File: src/rtl/nfbo_regs.vh
// constants for the nor flash bus controller
`ifndef NFBO_REGS_VH
`define NFBO_REGS_VH
`define NFBO_ADDR_W 24
`define NFBO_DATA_W 16
`define NFBO_PAGE_BITS 3
`define NFBO_SECTOR_LSB 16
`define NFBO_BUF_WORDS 16
`define NFBO_RANDOM_ACCESS_TIME_NS 110
`define NFBO_PAGE_ACCESS_TIME_NS 30
`define NFBO_T_WP_NS 35
`define NFBO_T_WPH_NS 30
`define NFBO_T_RP_NS 500
`define NFBO_T_RH_NS 50
`define NFBO_CLK_NS 4
`define NFBO_CMD_READ 2'h0
`define NFBO_CMD_WRITE 2'h1
`define NFBO_CMD_RESET 2'h2
`endif

File: src/rtl/nfbo_ctrl.v
// host side controller for a page-mode nor flash parallel bus
// Summary of operation
// - array read drives select and output enable low, write enable high, valid address.
// - a command write drives write enable and select low, output enable high.
// - high voltage is applied only while accelerated programming.
`timescale 1ns/1ns
`default_nettype none
`include "nfbo_regs.vh"
module nfbo_ctrl #(
   parameter AW = `NFBO_ADDR_W,
   parameter DW = `NFBO_DATA_W
) (
   input wire ref_clk_i, // clock, 250 MHz
   input wire rst_i, // sync reset, high
   input wire req_i, // start a bus operation
   input wire [1:0] cmd_i, // read, write or reset
   input wire [AW-1:0] addr_i, // word address
   input wire [DW-1:0] wdata_i, // write data
   input wire accel_i, // request accelerated programming
   input wire protect_i, // hold boot sector group protected
   output reg busy_o, // operation in progress
   output reg done_o, // one-cycle completion pulse
   output reg [DW-1:0] rdata_o, // read data
   output reg [AW-1:0] flash_addr_o, // address pins
   input wire [DW-1:0] data_lines_i, // data pins in
   output reg [DW-1:0] data_lines_o, // data pins out
   output reg data_lines_oe_o, // host drives data pins
   output reg flash_ce_n_o, // chip select, low
   output reg flash_oe_n_o, // output enable, low
   output reg flash_we_n_o, // write enable, low
   output reg flash_reset_n_o, // device reset, low
   output reg protect_accel_pin_o, // protect level, high when free
   output reg accel_high_voltage_o // switch high voltage onto protect pin
);
   localparam TW = 8;
   // round a delay up to whole clock cycles, so no phase ends early on the pins
   function [TW-1:0] ns_to_cyc;
      input integer ns;
      integer c;
      begin
         c = (ns + `NFBO_CLK_NS - 1) / `NFBO_CLK_NS;
         ns_to_cyc = c[TW-1:0];
      end
   endfunction
   localparam [TW-1:0] ACC_CYC = ns_to_cyc(`NFBO_RANDOM_ACCESS_TIME_NS);
   localparam [TW-1:0] PACC_CYC = ns_to_cyc(`NFBO_PAGE_ACCESS_TIME_NS);
   localparam [TW-1:0] WP_CYC = ns_to_cyc(`NFBO_T_WP_NS);
   localparam [TW-1:0] WPH_CYC = ns_to_cyc(`NFBO_T_WPH_NS);
   localparam [TW-1:0] RP_CYC = ns_to_cyc(`NFBO_T_RP_NS);
   localparam [TW-1:0] RH_CYC = ns_to_cyc(`NFBO_T_RH_NS);
   localparam [5:0] S_IDLE = 6'h01;
   localparam [5:0] S_READ = 6'h02;
   localparam [5:0] S_WR = 6'h04;
   localparam [5:0] S_WRH = 6'h08;
   localparam [5:0] S_RST = 6'h10;
   localparam [5:0] S_RSTH = 6'h20;
   reg [5:0] state;
   reg [AW-`NFBO_PAGE_BITS-1:0] open_page;
   reg page_open;
   reg load;
   reg [TW-1:0] load_cnt;
   wire tdone;
   wire same_page;
   // page number of a word address: all bits above the in-page word select
   function [AW-`NFBO_PAGE_BITS-1:0] page_of;
      input [AW-1:0] a;
      begin
         page_of = a[AW-1:`NFBO_PAGE_BITS];
      end
   endfunction
   assign same_page = page_open && (page_of(addr_i) == open_page);
   // one shared timer; bus phases never overlap
   nfbo_timer #(.W(TW)) u_timer (
      .ref_clk_i(ref_clk_i),
      .rst_i(rst_i),
      .load_i(load),
      .count_i(load_cnt),
      .done_o(tdone)
   );
   always @(posedge ref_clk_i) begin
      if (rst_i) begin
         state <= S_IDLE;
         busy_o <= 1'b0;
         done_o <= 1'b0;
         rdata_o <= {DW{1'b0}};
         flash_addr_o <= {AW{1'b0}};
         data_lines_o <= {DW{1'b0}};
         data_lines_oe_o <= 1'b0;
         flash_ce_n_o <= 1'b1;
         flash_oe_n_o <= 1'b1;
         flash_we_n_o <= 1'b1;
         flash_reset_n_o <= 1'b1;
         protect_accel_pin_o <= 1'b1;
         accel_high_voltage_o <= 1'b0;
         open_page <= {(AW-`NFBO_PAGE_BITS){1'b0}};
         page_open <= 1'b0;
         load <= 1'b0;
         load_cnt <= {TW{1'b0}};
      end else begin
         load <= 1'b0;
         done_o <= 1'b0;
         // high voltage only while a write runs in accelerated mode
         accel_high_voltage_o <= accel_i && (state == S_WR || state == S_WRH);
         protect_accel_pin_o <= ~protect_i;
         // !load skips the stale done of the timer in the first cycle of a phase
         case (state)
            S_IDLE: begin
               busy_o <= 1'b0;
               if (req_i) begin
                  busy_o <= 1'b1;
                  flash_addr_o <= addr_i;
                  load <= 1'b1;
                  if (cmd_i == `NFBO_CMD_READ) begin
                     // reads need no command; chip select stays low between reads
                     flash_ce_n_o <= 1'b0;
                     flash_oe_n_o <= 1'b0;
                     flash_we_n_o <= 1'b1;
                     data_lines_oe_o <= 1'b0;
                     load_cnt <= same_page ? PACC_CYC : ACC_CYC;
                     open_page <= page_of(addr_i);
                     page_open <= 1'b1;
                     state <= S_READ;
                  end else if (cmd_i == `NFBO_CMD_WRITE) begin
                     // every command word is one bus write cycle
                     flash_ce_n_o <= 1'b0;
                     flash_oe_n_o <= 1'b1;
                     flash_we_n_o <= 1'b0;
                     data_lines_o <= wdata_i;
                     data_lines_oe_o <= 1'b1;
                     // raised with the data drivers, so never outside a write
                     accel_high_voltage_o <= accel_i;
                     load_cnt <= WP_CYC;
                     page_open <= 1'b0;
                     state <= S_WR;
                  end else begin
                     // codes 2 and 3 both pulse the reset pin
                     flash_ce_n_o <= 1'b1;
                     flash_oe_n_o <= 1'b1;
                     flash_we_n_o <= 1'b1;
                     data_lines_oe_o <= 1'b0;
                     flash_reset_n_o <= 1'b0;
                     load_cnt <= RP_CYC;
                     page_open <= 1'b0;
                     state <= S_RST;
                  end
               end
            end
            S_READ: begin
               if (tdone && !load) begin
                  // sampled on the last wait edge; oe released on that same edge
                  rdata_o <= data_lines_i;
                  flash_oe_n_o <= 1'b1;
                  done_o <= 1'b1;
                  busy_o <= 1'b0;
                  state <= S_IDLE;
               end
            end
            S_WR: begin
               // write pulse width first, then hold time before the next cycle
               if (tdone && !load) begin
                  flash_we_n_o <= 1'b1;
                  load <= 1'b1;
                  load_cnt <= WPH_CYC;
                  state <= S_WRH;
               end
            end
            S_WRH: begin
               if (tdone && !load) begin
                  // deselect is safe: an embedded operation keeps running
                  flash_ce_n_o <= 1'b1;
                  data_lines_oe_o <= 1'b0;
                  accel_high_voltage_o <= 1'b0;
                  done_o <= 1'b1;
                  busy_o <= 1'b0;
                  state <= S_IDLE;
               end
            end
            S_RST: begin
               // device ignores the bus for the whole pulse
               if (tdone && !load) begin
                  flash_reset_n_o <= 1'b1;
                  load <= 1'b1;
                  load_cnt <= RH_CYC;
                  state <= S_RSTH;
               end
            end
            S_RSTH: begin
               // recovery time before the first access after reset
               if (tdone && !load) begin
                  done_o <= 1'b1;
                  busy_o <= 1'b0;
                  state <= S_IDLE;
               end
            end
            default: state <= S_IDLE;
         endcase
      end
   end
endmodule // nfbo_ctrl
`default_nettype wire

File: src/rtl/nfbo_timer.v
// down counter that times one bus phase
`timescale 1ns/1ns
`default_nettype none
module nfbo_timer #(
   parameter W = 8
) (
   input wire ref_clk_i, // clock
   input wire rst_i, // sync reset, high
   input wire load_i, // start a phase
   input wire [W-1:0] count_i, // cycles in the phase
   output reg done_o // high when phase over
);
   reg [W-1:0] cnt;
   always @(posedge ref_clk_i) begin
      if (rst_i) begin
         cnt <= {W{1'b0}};
         done_o <= 1'b1;
      end else if (load_i) begin
         cnt <= count_i;
         done_o <= 1'b0;
      end else if (cnt > {{(W-1){1'b0}}, 1'b1}) begin
         cnt <= cnt - {{(W-1){1'b0}}, 1'b1};
      end else begin
         cnt <= {W{1'b0}};
         done_o <= 1'b1;
      end
   end
endmodule // nfbo_timer
`default_nettype wire

File: config.mk
export PLATFORM = sky130hd
export DESIGN_NAME = nfbo_ctrl
export DESIGN_NICKNAME = d
export VERILOG_FILES = /design/src/rtl/nfbo_ctrl.v /design/src/rtl/nfbo_timer.v
export VERILOG_INCLUDE_DIRS = /design/src /design/src/rtl
export SDC_FILE = /design/constraint.sdc
export NUM_CORES = 1
export LEC_CHECK = 0
export BUFFER_PORTS_ARGS = -buffer_cell sky130_fd_sc_hd__buf_4
export CELL_PAD_IN_SITES_DETAIL_PLACEMENT = 1
export CELL_PAD_IN_SITES_GLOBAL_PLACEMENT = 1
export CORE_ASPECT_RATIO = 0.7
export CORE_MARGIN = 5
export CORE_UTILIZATION = 35
export DETAILED_ROUTE_END_ITERATION = 16
export PLACE_DENSITY = 0.74
export SYNTH_ARGS = -nofsm -noshare
export SYNTH_HDL_FRONTEND = slang
export SYNTH_SLANG_ARGS = --single-unit
File: constraint.sdc
create_clock -name ref_clk_i -period 3 [get_ports ref_clk_i]
set_clock_uncertainty 0.15 [all_clocks]
set_input_delay 0.75 -clock ref_clk_i [delete_from_list [all_inputs] [get_ports ref_clk_i]]
set_output_delay 0.75 -clock ref_clk_i [all_outputs]
set_load 0.05 [all_outputs]
==> summary.md, run 1 <==
| Metric | Value |
|---|---|
| Status | completed |
| Crit path DAT | between 2000 and 3000 ps |
| Crit end category | flip-flop |
| IO buf count | between 100 and 150 |
| Internal portion of total power | between 2 and 3 mW |
| Congestion Overflow GR | 0 |
| Leakage power figure | 2.34 nW |
| Delay-heaviest family, CP | simple AND/OR/NAND/NOR gates |
| Starting Density | 35.6% |
| Portion of the clock cycle consumed by the worst path in the final layout | between 80% and 90% |
| Number of hold buffers added after cts | 0 |
| Antenna diode count | 0 |
| Highest attainable clock frequency | slightly above 400 MHz |
| Register share of total power | 41.3% |
| WP buf/inv | 0 |
| Die Footprint | between 0.01 and 0.015 sq mm |
| CTS HTree Levels | 3 |
| Skew-Pair Late Insertion Delay | approximately 350 ps |
| Cell depth of the worst hold path | 2 |
| Clock network fraction of design power | 34.7% |
| Final setup violation count | 0 |
| Crit. path cell count | 5 |
| Overall power of the completed layout | around 4 mW |
| Transition time at the pin with the least slew margin | ~800 ps |
| Critical path, cell by cell | nor3_4 > and4_4 > nand2_1 > nand2_1 > a21oi_1 |
| Max-cap viol count | 0 |
| Number of instances in the synthesized netlist | around 530 |
| Switching power as a share of total power | around 31% |
| Largest stage delay on the critical path | about 560 ps |
| Setup repair after global routing missed its margin | no |
| Number of detailed-routing iterations run before antenna repair | 4 |
| Cell seen most often among critical-path stages | sky130_fd_sc_hd__nand2_1 |
| Detailed placer's ending HPWL | 9580 um |
| Syn. warnings | 0 |
| Startpoint of the lowest-slack register-to-register path | state[1]$_SDFFE_PP0P_ |
| Postcts setup bufs | 0 |
| Clock tree from TritonCTS | yes |
| Combinational power share | 23.9% |
| Clock Sink Count | about 110 |
| Required time at the worst-slack endpoint | around 3000 ps |
| Via count of the routed design | 3974 |
| Number of global-route vias before repair | around 4.2k |
| Biggest area contributors in the synthesized netlist | sky130_fd_sc_hd__dfxtp_1, sky130_fd_sc_hd__nand2_1, sky130_fd_sc_hd__a21oi_1 |
| Slew HR | a little under half |
| Post-cts sizing count | 0 |
| Avg Synthesized Cell Area | a little over 8 sq um |
| Detailed Route Iter0 Violations | 144 |
| Mean number of vias per cell | ~4.9 |
| Worst hold path class | reg -> reg |
| Largest driver fanout on the critical path | 30 |
| Detailed-route wire length per cell | 16.4 um |
| Distinct cells, synth | 45 |
| Post-synth top cells | sky130_fd_sc_hd__nand2_1, sky130_fd_sc_hd__dfxtp_1, sky130_fd_sc_hd__a21oi_1 |
| Minimum clock period | 2470 ps |
| Predominant post-synthesis flop cell | sky130_fd_sc_hd__dfxtp_1 |
| Placer congestion estimate | 0.809 |
| Standard cell core area | between 0.01 and 0.015 sq mm |
| Post-synthesis async set-or-reset flop share | 0% |
| Nets in the synthesized netlist | 596 |
| Sequential element share of the synthesized area | between 40% and 50% |
| Area delta synth->final | 30.5% |
| Share of layout cells above drive strength 1 | around a quarter |
| Worst setup SP type | flip-flop |
| Clock tree buffer depth | 2 |
| Number of flops mapped to enable cells by yosys | 0 |
| Synthesized flop and latch total | 108 |
| Worst vdd rail ir drop | 0.335 mV |
| Cell accounting for the most synthesized area | sky130_fd_sc_hd__dfxtp_1 |
| Total wire length after detailed routing | approximately 13000 um |
| Post-layout utilization of the core | a little under half |
| Total global-route track usage | 17.8% |
| Proportion of netlist area held by the largest area contributor | 49.0% |
| Initial antenna violation count | 0 |
| Clock input transition at the sequential cells of the worst setup and hold paths | around 70 ps |
| Worst setup startpoint | state[1]$_SDFFE_PP0P_ |
| Slowest CP cell | sky130_fd_sc_hd__nand2_1 |
| Width of the die | 144 um |
| Count of standard-cell rows | 34 |
| Mapped cell area | approximately 0.0044 sq mm |
| CTS Root Cell | sky130_fd_sc_hd__clkbuf_16 |
| Start point of the worst min-delay path | rdata_o[3]$_SDFFE_PP0P_ |
| Power density over the cells | roughly 700 mW/mm^2 |
| Count of nets after finishing | a little over 700 |
| TritonCTS Buffers | 9 |
| Global-route wire length before repair | about 22000 um |
| Critical setup path kind | reg -> reg |
| Post-route DRC | 0 |
| Dominant cell by count in the synthesized netlist | sky130_fd_sc_hd__nand2_1 |
| Switching pwr | 1.24 mW |
| Final number of max-transition violations | 0 |
| Setup TNS Final | 0 ps |
| Maximum number of pins on one net before global-route repair | about 70 |
| I/O pin count | about 130 |
| FF-to-FF path depth | 5 |
| Final hold violation count | 0 |
| Die H | between 100 and 150 um |
| Post-route antenna net violation count | 0 |
==> power groups by stage <==
stage               clock, mW  combinational, mW  sequential [mW]
floorplan                   0              0.525             1.82
global placement            0              0.921             1.67
detailed placement          0              0.961             1.68
CTS                      1.42              0.970             1.65
global route             1.47               1.05             1.67
finish                   1.39              0.956             1.65
==> path summary, 6_finish.rpt <==
path / end / slack, ps
setup / recovery: open_page[15]$_SDFFE_PP0P_ / 530
hold / removal: rdata_o[3]$_SDFFE_PP0P_ / 310
setup reg to reg: open_page[15]$_SDFFE_PP0P_ / 530
hold reg to reg: rdata_o[3]$_SDFFE_PP0P_ / 310
==> state kept, by name, indices dropped and copies added (netlist names) <==
signal                flops
done_o                    1
flash_addr_o             24
state                     6
page_open                 1
load                      1
flash_ce_n_o              1
open_page                21
accel_high_voltage_o      1
u_timer.cnt               8
busy_o                    1
protect_accel_pin_o       1
data_lines_oe_o           1
flash_oe_n_o              1
rdata_o                  16
flash_reset_n_o           1
flash_we_n_o              1
data_lines_o             16
u_timer.done_o            1
load_cnt                  5
==> layout by cell type (no fill, tap or decap), drive strengths merged, types with 2 or more instances in the layout <==
cell type / n
xnor2: 4
o221ai: 2
nor2: 23
bufinv: 3
dfxtp: 108
buf: 131
clkbuf: 10
and4: 2
o21bai: 4
nor4: 9
inv: 6
xor2: 24
nand2b: 8
nand3: 3
or3: 4
nand3b: 3
nand4: 5
nor2b: 2
a31oi: 2
ha: 2
nor3: 12
a21oi: 92
nand2: 167
o21ai: 9
==> cells by family (layout without fill, tap and decap cells) <==
logic type	Yosys count	count (layout)	synth area share, %
buffers and inverters	36	150	4.59
DFF	108	108	49.0
adders and majority gates	2	2	0.567
AOI/OAI and AO/OA	116	116	14.6
and+or+nand+nor	241	241	25.7
xor gates and xnor gates	28	28	5.56
==> stage by stage <==
step / hold WS (ps) / area [sq um] / cells / setup slack, ps
after detailed placement: 299 / 5410 / 792 / 451
final: 309 / 5760 / 807 / 528
after floorplan: 282 / 4410 / 531 / 1160
after CTS: 310 / 5760 / 807 / 531
after global routing: 331 / 5760 / 807 / 329
after global placement: 289 / 5410 / 792 / 499
==> worst reg2reg max path: cells and delay by family, from the launching register on <==
family             cells  cell delay, ps
DFF                    1             440
AOI/OAI and AO/OA      1              90
and+or+nand+nor        4            1650
==> layout make-up <==
class                   count  area, sq um
flip-flops and latches    108         2160
repair buffers            131          983
clock buffers              10          239
well taps                 162          203
inverters                   4         15.0
clock inverters             5          108
fillers                  1499         6620
multi-input cells         387         2050
==> metal layers <==
layer / vias to the layer above / track usage [%] / wire [um]
li1: 1991 / - / -
met1: 1890 / 24.2 / 6390
met2: 82 / 27.3 / 5830
met3: 11 / 6.76 / 880
met4: 0 / 2.93 / 112
met5: - / 0 / 0
Note: power is estimated with default switching activity, not from simulation.
==> run 2: changes to the inputs <==
--- a/config.mk
+++ b/config.mk
@@ -11,9 +11,9 @@
 export CELL_PAD_IN_SITES_GLOBAL_PLACEMENT = 1
 export CORE_ASPECT_RATIO = 0.7
 export CORE_MARGIN = 5
-export CORE_UTILIZATION = 35
+export CORE_UTILIZATION = 34
 export DETAILED_ROUTE_END_ITERATION = 16
-export PLACE_DENSITY = 0.74
+export PLACE_DENSITY = 0.75
 export SYNTH_ARGS = -nofsm -noshare
 export SYNTH_HDL_FRONTEND = slang
 export SYNTH_SLANG_ARGS = --single-unit
==> constraint.sdc (replaced) <==
create_clock -name ref_clk_i -period 2.1 [get_ports ref_clk_i]
set_clock_uncertainty 0.15 [all_clocks]
set_input_delay 0.525 -clock ref_clk_i [delete_from_list [all_inputs] [get_ports ref_clk_i]]
set_output_delay 0.525 -clock ref_clk_i [all_outputs]
set_load 0.05 [all_outputs]
==> run 2 against run 1 <==
  * Design area increased by 2.0%
  * Critical path type unchanged
  * Register-to-register slack got worse by 400 ps
  * Largest cell class unchanged
  * Cell count increased by 1.6%
  * Critical path depth unchanged
  * Sequential power increased by 42%
  * Fmax increased by 26%
  * Count of clock-buffer cells in the layout decreased by 1
  * Largest power group unchanged
==> summary.md, run 2 (synthesized netlist as in run 1, its figures left out) <==
| Metric | Value |
|---|---|
| Sequential standard cell area | 0.00216 sq mm (unchanged) |
| Number of detailed-routing iterations run before antenna repair | 5 (+1) |
| Global-route wire length before repair | 22000 um (+1.8%) |
| Post-route antenna net violation count | 0 (unchanged) |
| I/O pin count | 128 (unchanged) |
| Share of layout cells above drive strength 1 | 26.9% (+1.5 points) |
| Mean number of vias per cell | 4.95 (+0.54%) |
| Transition time at the pin with the least slew margin | 451 ps (-332 ps) |
| Largest driver fanout on the critical path | 9 (-70%) |
| Starting Density | 35.2% (-0.48 points) |
| Flip-flop count of the largest register after layout | 24 (unchanged) |
| Skew-Pair Late Insertion Delay | 350 ps (about the same) |
| Number of global-route vias before repair | 4329 (+3.3%) |
| Post-route DRC | 0 (unchanged) |
| Total global-route track usage | 17.5% (-0.25 points) |
| CTS Root Cell | sky130_fd_sc_hd__clkbuf_16 |
| Setup TNS Final | 0 ps (unchanged) |
| Final setup violation count | 0 (unchanged) |
| Register with the most flip-flops | flash_addr_o |
| Layout filler cell count | 1495 (-0.27%) |
| Final number of max-transition violations | 0 (unchanged) |
| Placer congestion estimate | 0.812 (+0.28%) |
| Via count of the routed design | 4060 (+2.2%) |
| Worst setup SP type | flip-flop |
| Setup repair after global routing missed its margin | no |
| Post-layout utilization of the core | 46.8% (+0.28 points) |
| Maximum number of pins on one net before global-route repair | 36 (-48%) |
| Clock Sink Count | 108 (unchanged) |
| Slew HR | 69.7% (+22 points) |
| Portion of the clock cycle consumed by the worst path in the final layout | 93.8% (+11 points) |
| Detailed placer's ending HPWL | 9980 um (+4.1%) |
| Area of the multi-input gates | 0.00205 sq mm (unchanged) |
| Detailed-route wire length per cell | 16.4 um (about the same) |
| Most frequent cells in the layout | sky130_fd_sc_hd__nand2_1, sky130_fd_sc_hd__buf_4, sky130_fd_sc_hd__dfxtp_1 |
| Critical setup path kind | reg -> reg |
| Power density over the cells | 960 mW/mm^2 (+38%) |
| Final hold violation count | 0 (unchanged) |
| Congestion Overflow GR | 0 (unchanged) |
| Largest registers in the final layout | flash_addr_o (24), open_page (21) |
| Worst hold path class | in -> reg |
| IO buf count | 127 (unchanged) |
| Antenna diode count | 0 (unchanged) |
| Post-cts sizing count | 0 (unchanged) |
| Width of the die | 146 um (+1.4%) |
| Postcts setup bufs | 0 (unchanged) |
| Required time at the worst-slack endpoint | 2240 ps (-810 ps) |
| Clock tree buffer depth | 2 (unchanged) |
| Detailed Route Iter0 Violations | 179 (+24%) |
| Standard cell core area | 0.0125 sq mm (+1.4%) |
| Clock tree from TritonCTS | yes |
| Number of hold buffers added after cts | 0 (unchanged) |
| Minimum clock period | 1970 ps (-503 ps) |
| Clock input transition at the sequential cells of the worst setup and hold paths | 70 ps (about the same) |
| Die H | 105 um (+1.3%) |
| Area delta synth->final | 33.1% |
| Most common cell after layout, fill and taps aside | sky130_fd_sc_hd__nand2_1 |
| Die Footprint | 0.0154 sq mm (+2.7%) |
| Initial antenna violation count | 0 (unchanged) |
| CTS HTree Levels | 3 (unchanged) |
| Crit end category | flip-flop |
| Leakage power figure | 2.40 nW (+2.6%) |
| Highest attainable clock frequency | 508 MHz (+26%) |
| Status | completed |
| Count of standard-cell rows | 34 (unchanged) |
| Max-cap viol count | 0 (unchanged) |
| Total wire length after detailed routing | 13400 um (+1.5%) |
| Count of nets after finishing | 718 (+1.7%) |
| TritonCTS Buffers | 9 (unchanged) |
| Crit path DAT | 2100 ps (-420 ps) |
| Worst vdd rail ir drop | 0.416 mV (+24%) |
-- run 2: cell types whose count changed in the layout (fill, tap and decap cells not counted) --
cell / previous run / this run
sky130_fd_sc_hd__buf_12: 0 / 3
sky130_fd_sc_hd__buf_4: 131 / 140
sky130_fd_sc_hd__bufinv_16: 3 / 2
sky130_fd_sc_hd__clkbuf_8: 1 / 0
sky130_fd_sc_hd__clkinv_4: 0 / 1
sky130_fd_sc_hd__clkinvlp_4: 0 / 1
sky130_fd_sc_hd__inv_6: 2 / 1
sky130_fd_sc_hd__inv_8: 0 / 2
-- run 2: stage by stage --
stage / instances / total power, mW / setup slack, ps / hold slack, ps / cell area (sq um)
after floorplan: 531 / 3.35 / 449 / 282 / 4410
after global placement: 804 / 3.75 / 86.6 / 289 / 5540
after detailed placement: 804 / 3.81 / 98.8 / 297 / 5540
after CTS: 820 / 5.71 / 151 / 180 / 5870
after global routing: 820 / 5.93 / 31.5 / 192 / 5870
final: 820 / 5.64 / 130 / 190 / 5870
-- run 2: final cells by class --
type	count	area share (%)
flip-flops and latches	108	36.8
multi-input cells	387	34.9
inverters	4	0.256
clock inverters	7	1.83
well taps	162	3.45
clock buffers	9	3.84
repair buffers	143	18.9
-- run 2: final timing paths --
| kind | start | endpoint | slack (ps) | cells past startpoint |
|---|---|---|---|---|
| worst max-delay path | state[3]$_SDFFE_PP0P_ | state[2]$_SDFFE_PP0P_ | 130 | 5 |
| worst min-delay path | protect_i | protect_accel_pin_o$_SDFF_PP1_ | 190 | 2 |
| worst max register to register | state[3]$_SDFFE_PP0P_ | state[2]$_SDFFE_PP0P_ | 130 | 5 |
| worst min register to register | rdata_o[13]$_SDFFE_PP0P_ | rdata_o[13]$_SDFFE_PP0P_ | 300 | 2 |
-- run 2: worst max-delay path, cell delays in order (launching register included) --
cell and delay, ps:
sky130_fd_sc_hd__dfxtp_1 580, sky130_fd_sc_hd__xor2_1 170, sky130_fd_sc_hd__o2111ai_2 270, sky130_fd_sc_hd__o221ai_2 220
sky130_fd_sc_hd__or3_1 370, sky130_fd_sc_hd__a21oi_1 140
-- run 2: layer usage --
metal	global-route usage, %	routed length, um
met1	22.4	6180
met4	5.10	192
met2	28.4	6220
met5	0	0
met3	5.79	817
-- run 2: power by group --
group	internal (mW)	switching, mW
Clock	1.07	0.812
Combinational	0.547	0.858
Sequential	2.21	0.142
Total	3.83	1.81
==> run 3: changes to the inputs <==
--- a/config.mk
+++ b/config.mk
@@ -10,10 +10,10 @@
 export CELL_PAD_IN_SITES_DETAIL_PLACEMENT = 1
 export CELL_PAD_IN_SITES_GLOBAL_PLACEMENT = 1
 export CORE_ASPECT_RATIO = 0.7
-export CORE_MARGIN = 5
+export CORE_MARGIN = 3
 export CORE_UTILIZATION = 34
 export DETAILED_ROUTE_END_ITERATION = 16
-export PLACE_DENSITY = 0.75
+export PLACE_DENSITY_LB_ADDON = 0.1
 export SYNTH_ARGS = -nofsm -noshare
 export SYNTH_HDL_FRONTEND = slang
 export SYNTH_SLANG_ARGS = --single-unit
==> run 3 against run 2 <==
  * Worst setup slack gained 17 ps
  * Count of clock-buffer cells in the layout increased by 2
  * Die area shrank 6.4%
  * Global-route usage up 1.1 points
  * Critical path type unchanged
==> summary.md, run 3 (synthesized netlist as in run 1, its figures left out) <==
| Metric | Value |
|---|---|
| Highest attainable clock frequency | 512 MHz (+0.87%) |
| Leakage power figure | 2.35 nW (-1.9%) |
| Final number of max-transition violations | 0 (unchanged) |
| Post-route antenna net violation count | 0 (unchanged) |
| Internal portion of total power | 3.57 mW (-6.8%) |
| WP buf/inv | 0 (unchanged) |
| Final hold violation count | 0 (unchanged) |
| Power density over the cells | 924 mW/mm^2 (-3.8%) |
| TritonCTS Buffers | 9 (unchanged) |
| Total wire length after detailed routing | 13300 um (-1.2%) |
| Critical path, cell by cell | o21ai_0 > o2111ai_2 > o221ai_2 > or3_1 > a21oi_1 |
| Critical setup path kind | reg -> reg |
| Slew HR | 67.5% (-2.2 points) |
| Final Instance Count excl. Fillers | 816 (-0.49%) |
| Final setup violation count | 0 (unchanged) |
| Share of layout cells above drive strength 1 | 26.1% (-0.75 points) |
| Layout filler cell count | 1526 (+2.1%) |
| Antenna diode count | 0 (unchanged) |
| Via count of the routed design | 4008 (-1.3%) |
| Post-layout utilization of the core | 46.1% (-0.70 points) |
| Register with the most flip-flops | flash_addr_o |
| Register share of total power | 44.0% (+2.3 points) |
| Worst hold path class | in -> reg |
| Area of the multi-input gates | 0.00205 sq mm (+0.24%) |
| Clock network fraction of design power | 29.8% (-3.6 points) |
| Die H | 101 um (-3.8%) |
| Sequential standard cell area | 0.00216 sq mm (unchanged) |
| Setup slack of the worst register-to-register path | 150 ps (+20 ps) |
| Largest registers in the final layout | flash_addr_o (24), open_page (21) |
| Skew-Pair Late Insertion Delay | 350 ps (about the same) |
| Placed Cells | 800 (-0.50%) |
| Number of detailed-routing iterations run before antenna repair | 4 (-1) |
| Worst setup SP type | flip-flop |
| Overall power of the completed layout | 5.34 mW (-5.3%) |
| Detailed-route wire length per cell | 16.2 um (-0.72%) |
| Detailed Route Iter0 Violations | 138 (-23%) |
| I/O pin count | 128 (unchanged) |
| Standard cell core area | 0.0125 sq mm (unchanged) |
| Total global-route track usage | 18.6% (+1.1 points) |
| Die Footprint | 0.0144 sq mm (-6.4%) |
| Transition time at the pin with the least slew margin | 486 ps (+35.1 ps) |
| Switching pwr | 1.77 mW (-2.1%) |
| Clock tree buffer depth | 2 (unchanged) |
| Count of standard-cell rows | 34 (unchanged) |
| Initial antenna violation count | 0 (unchanged) |
| CTS HTree Levels | 3 (unchanged) |
| Crit path DAT | 2080 ps (-20 ps) |
| Maximum number of pins on one net before global-route repair | 41 (+14%) |
| Clock tree from TritonCTS | yes |
| Worst vdd rail ir drop | 0.398 mV (-4.4%) |
| Most frequent cells in the layout | sky130_fd_sc_hd__nand2_1, sky130_fd_sc_hd__buf_4, sky130_fd_sc_hd__dfxtp_1 |
| Starting Density | 35.2% (unchanged) |
| Area delta synth->final | 31.1% |
| Largest driver fanout on the critical path | 9 (unchanged) |
| Width of the die | 142 um (-2.7%) |
| Post-placement worst setup slack | 67.0 ps (-31.8 ps) |
| Switching power as a share of total power | 33.2% (+1.1 points) |
| Combinational power share | 26.2% (+1.3 points) |
| Total cell area at the placement stage | 0.00551 sq mm (-0.54%) |
| Post-route design area | 0.00578 sq mm (-1.5%) |
| Portion of the clock cycle consumed by the worst path in the final layout | 93.0% (-0.81 points) |
| Minimum clock period | 1950 ps (-16.9 ps) |
| Global-route wire length before repair | 21400 um (-3.1%) |
| Crit end category | flip-flop |
| IO buf count | 127 (unchanged) |
| Largest stage delay on the critical path | 580 ps (about the same) |
| Minimum setup slack in the final design | 147 ps (+16.9 ps) |
| Delay-heaviest family, CP | compound AO/OA/AOI/OAI gates |
| Slowest CP cell | sky130_fd_sc_hd__dfxtp_1 |
| Flip-flop count of the largest register after layout | 24 (unchanged) |
| CTS Root Cell | sky130_fd_sc_hd__clkbuf_16 |
| Max-cap viol count | 0 (unchanged) |
| Final worst hold slack | 202 ps (+12.3 ps) |
| Setup repair after global routing missed its margin | no |
| Detailed placer's ending HPWL | 9820 um (-1.5%) |
| Setup TNS Final | 0 ps (unchanged) |
| Count of nets after finishing | 714 (-0.56%) |
| Number of global-route vias before repair | 4101 (-5.3%) |
| Placer congestion estimate | 0.852 (+4.9%) |
| Post-route DRC | 0 (unchanged) |
| Clock input transition at the sequential cells of the worst setup and hold paths | 70 ps (about the same) |
| Postcts setup bufs | 0 (unchanged) |
| Mean number of vias per cell | 4.91 (-0.80%) |
| Most common cell after layout, fill and taps aside | sky130_fd_sc_hd__nand2_1 |
| Congestion Overflow GR | 0 (unchanged) |
| Status | completed |
| Clock Sink Count | 108 (unchanged) |
| Required time at the worst-slack endpoint | 2220 ps (-20 ps) |
run 3: cell types whose count changed in the layout (fill, tap and decap cells not counted), moves of 2 or more:
cell                        previous run  this run
sky130_fd_sc_hd__bufinv_16             2         0
sky130_fd_sc_hd__inv_8                 2         0
sky130_fd_sc_hd__clkbuf_1              0         2
sky130_fd_sc_hd__buf_4               140       136
run 3: timing repair:
action,in CTS,in global routing
resized for setup,0,1
setup endpoints to repair,0,1
endpoints found under the hold margin,0,0
hold buffers,0,0
run 3: metal layers:
metal / global-route usage [%] / part of all wire (%) / vias to the layer above
met3: 7.03 / 6.9 / 13
met5: 0 / 0 / -
li1: - / - / 2010
met1: 26.3 / 50 / 1898
met2: 27.2 / 42 / 87
met4: 3.61 / 0.90 / 0
run 3: worst paths after layout:
| path | start | end | depth (start not counted) |
|---|---|---|---|
| max | state[1]$_SDFFE_PP0P_ | state[2]$_SDFFE_PP0P_ | 5 |
| max reg2reg | state[1]$_SDFFE_PP0P_ | state[2]$_SDFFE_PP0P_ | 5 |
| min | protect_i | protect_accel_pin_o$_SDFF_PP1_ | 2 |
| min reg2reg | rdata_o[12]$_SDFFE_PP0P_ | rdata_o[12]$_SDFFE_PP0P_ | 2 |
run 3: power by group through the flow:
| stage | Combinational, mW | Sequential, mW | Clock (mW) |
|---|---|---|---|
| after floorplan | 0.750 | 2.60 | 0 |
| final | 1.40 | 2.35 | 1.59 |
| after detailed placement | 1.40 | 2.40 | 0 |
| after CTS | 1.42 | 2.35 | 1.64 |
| after global routing | 1.55 | 2.38 | 1.73 |
| after global placement | 1.37 | 2.38 | 0 |
run 3: worst register-to-register path, cell delays in order, from the launching register on:
cell,delay (ps)
sky130_fd_sc_hd__dfxtp_1,580
sky130_fd_sc_hd__o21ai_0,270
sky130_fd_sc_hd__o2111ai_2,180
sky130_fd_sc_hd__o221ai_2,210
sky130_fd_sc_hd__or3_1,360
sky130_fd_sc_hd__a21oi_1,140
run 3: final cells by class:
cell class / count / share of cell area (%)
well taps: 162 / 3.50
clock inverters: 5 / 0.649
inverters: 4 / 0.260
repair buffers: 139 / 18.7
multi-input cells: 387 / 35.5
clock buffers: 11 / 4.02
flip-flops and latches: 108 / 37.4
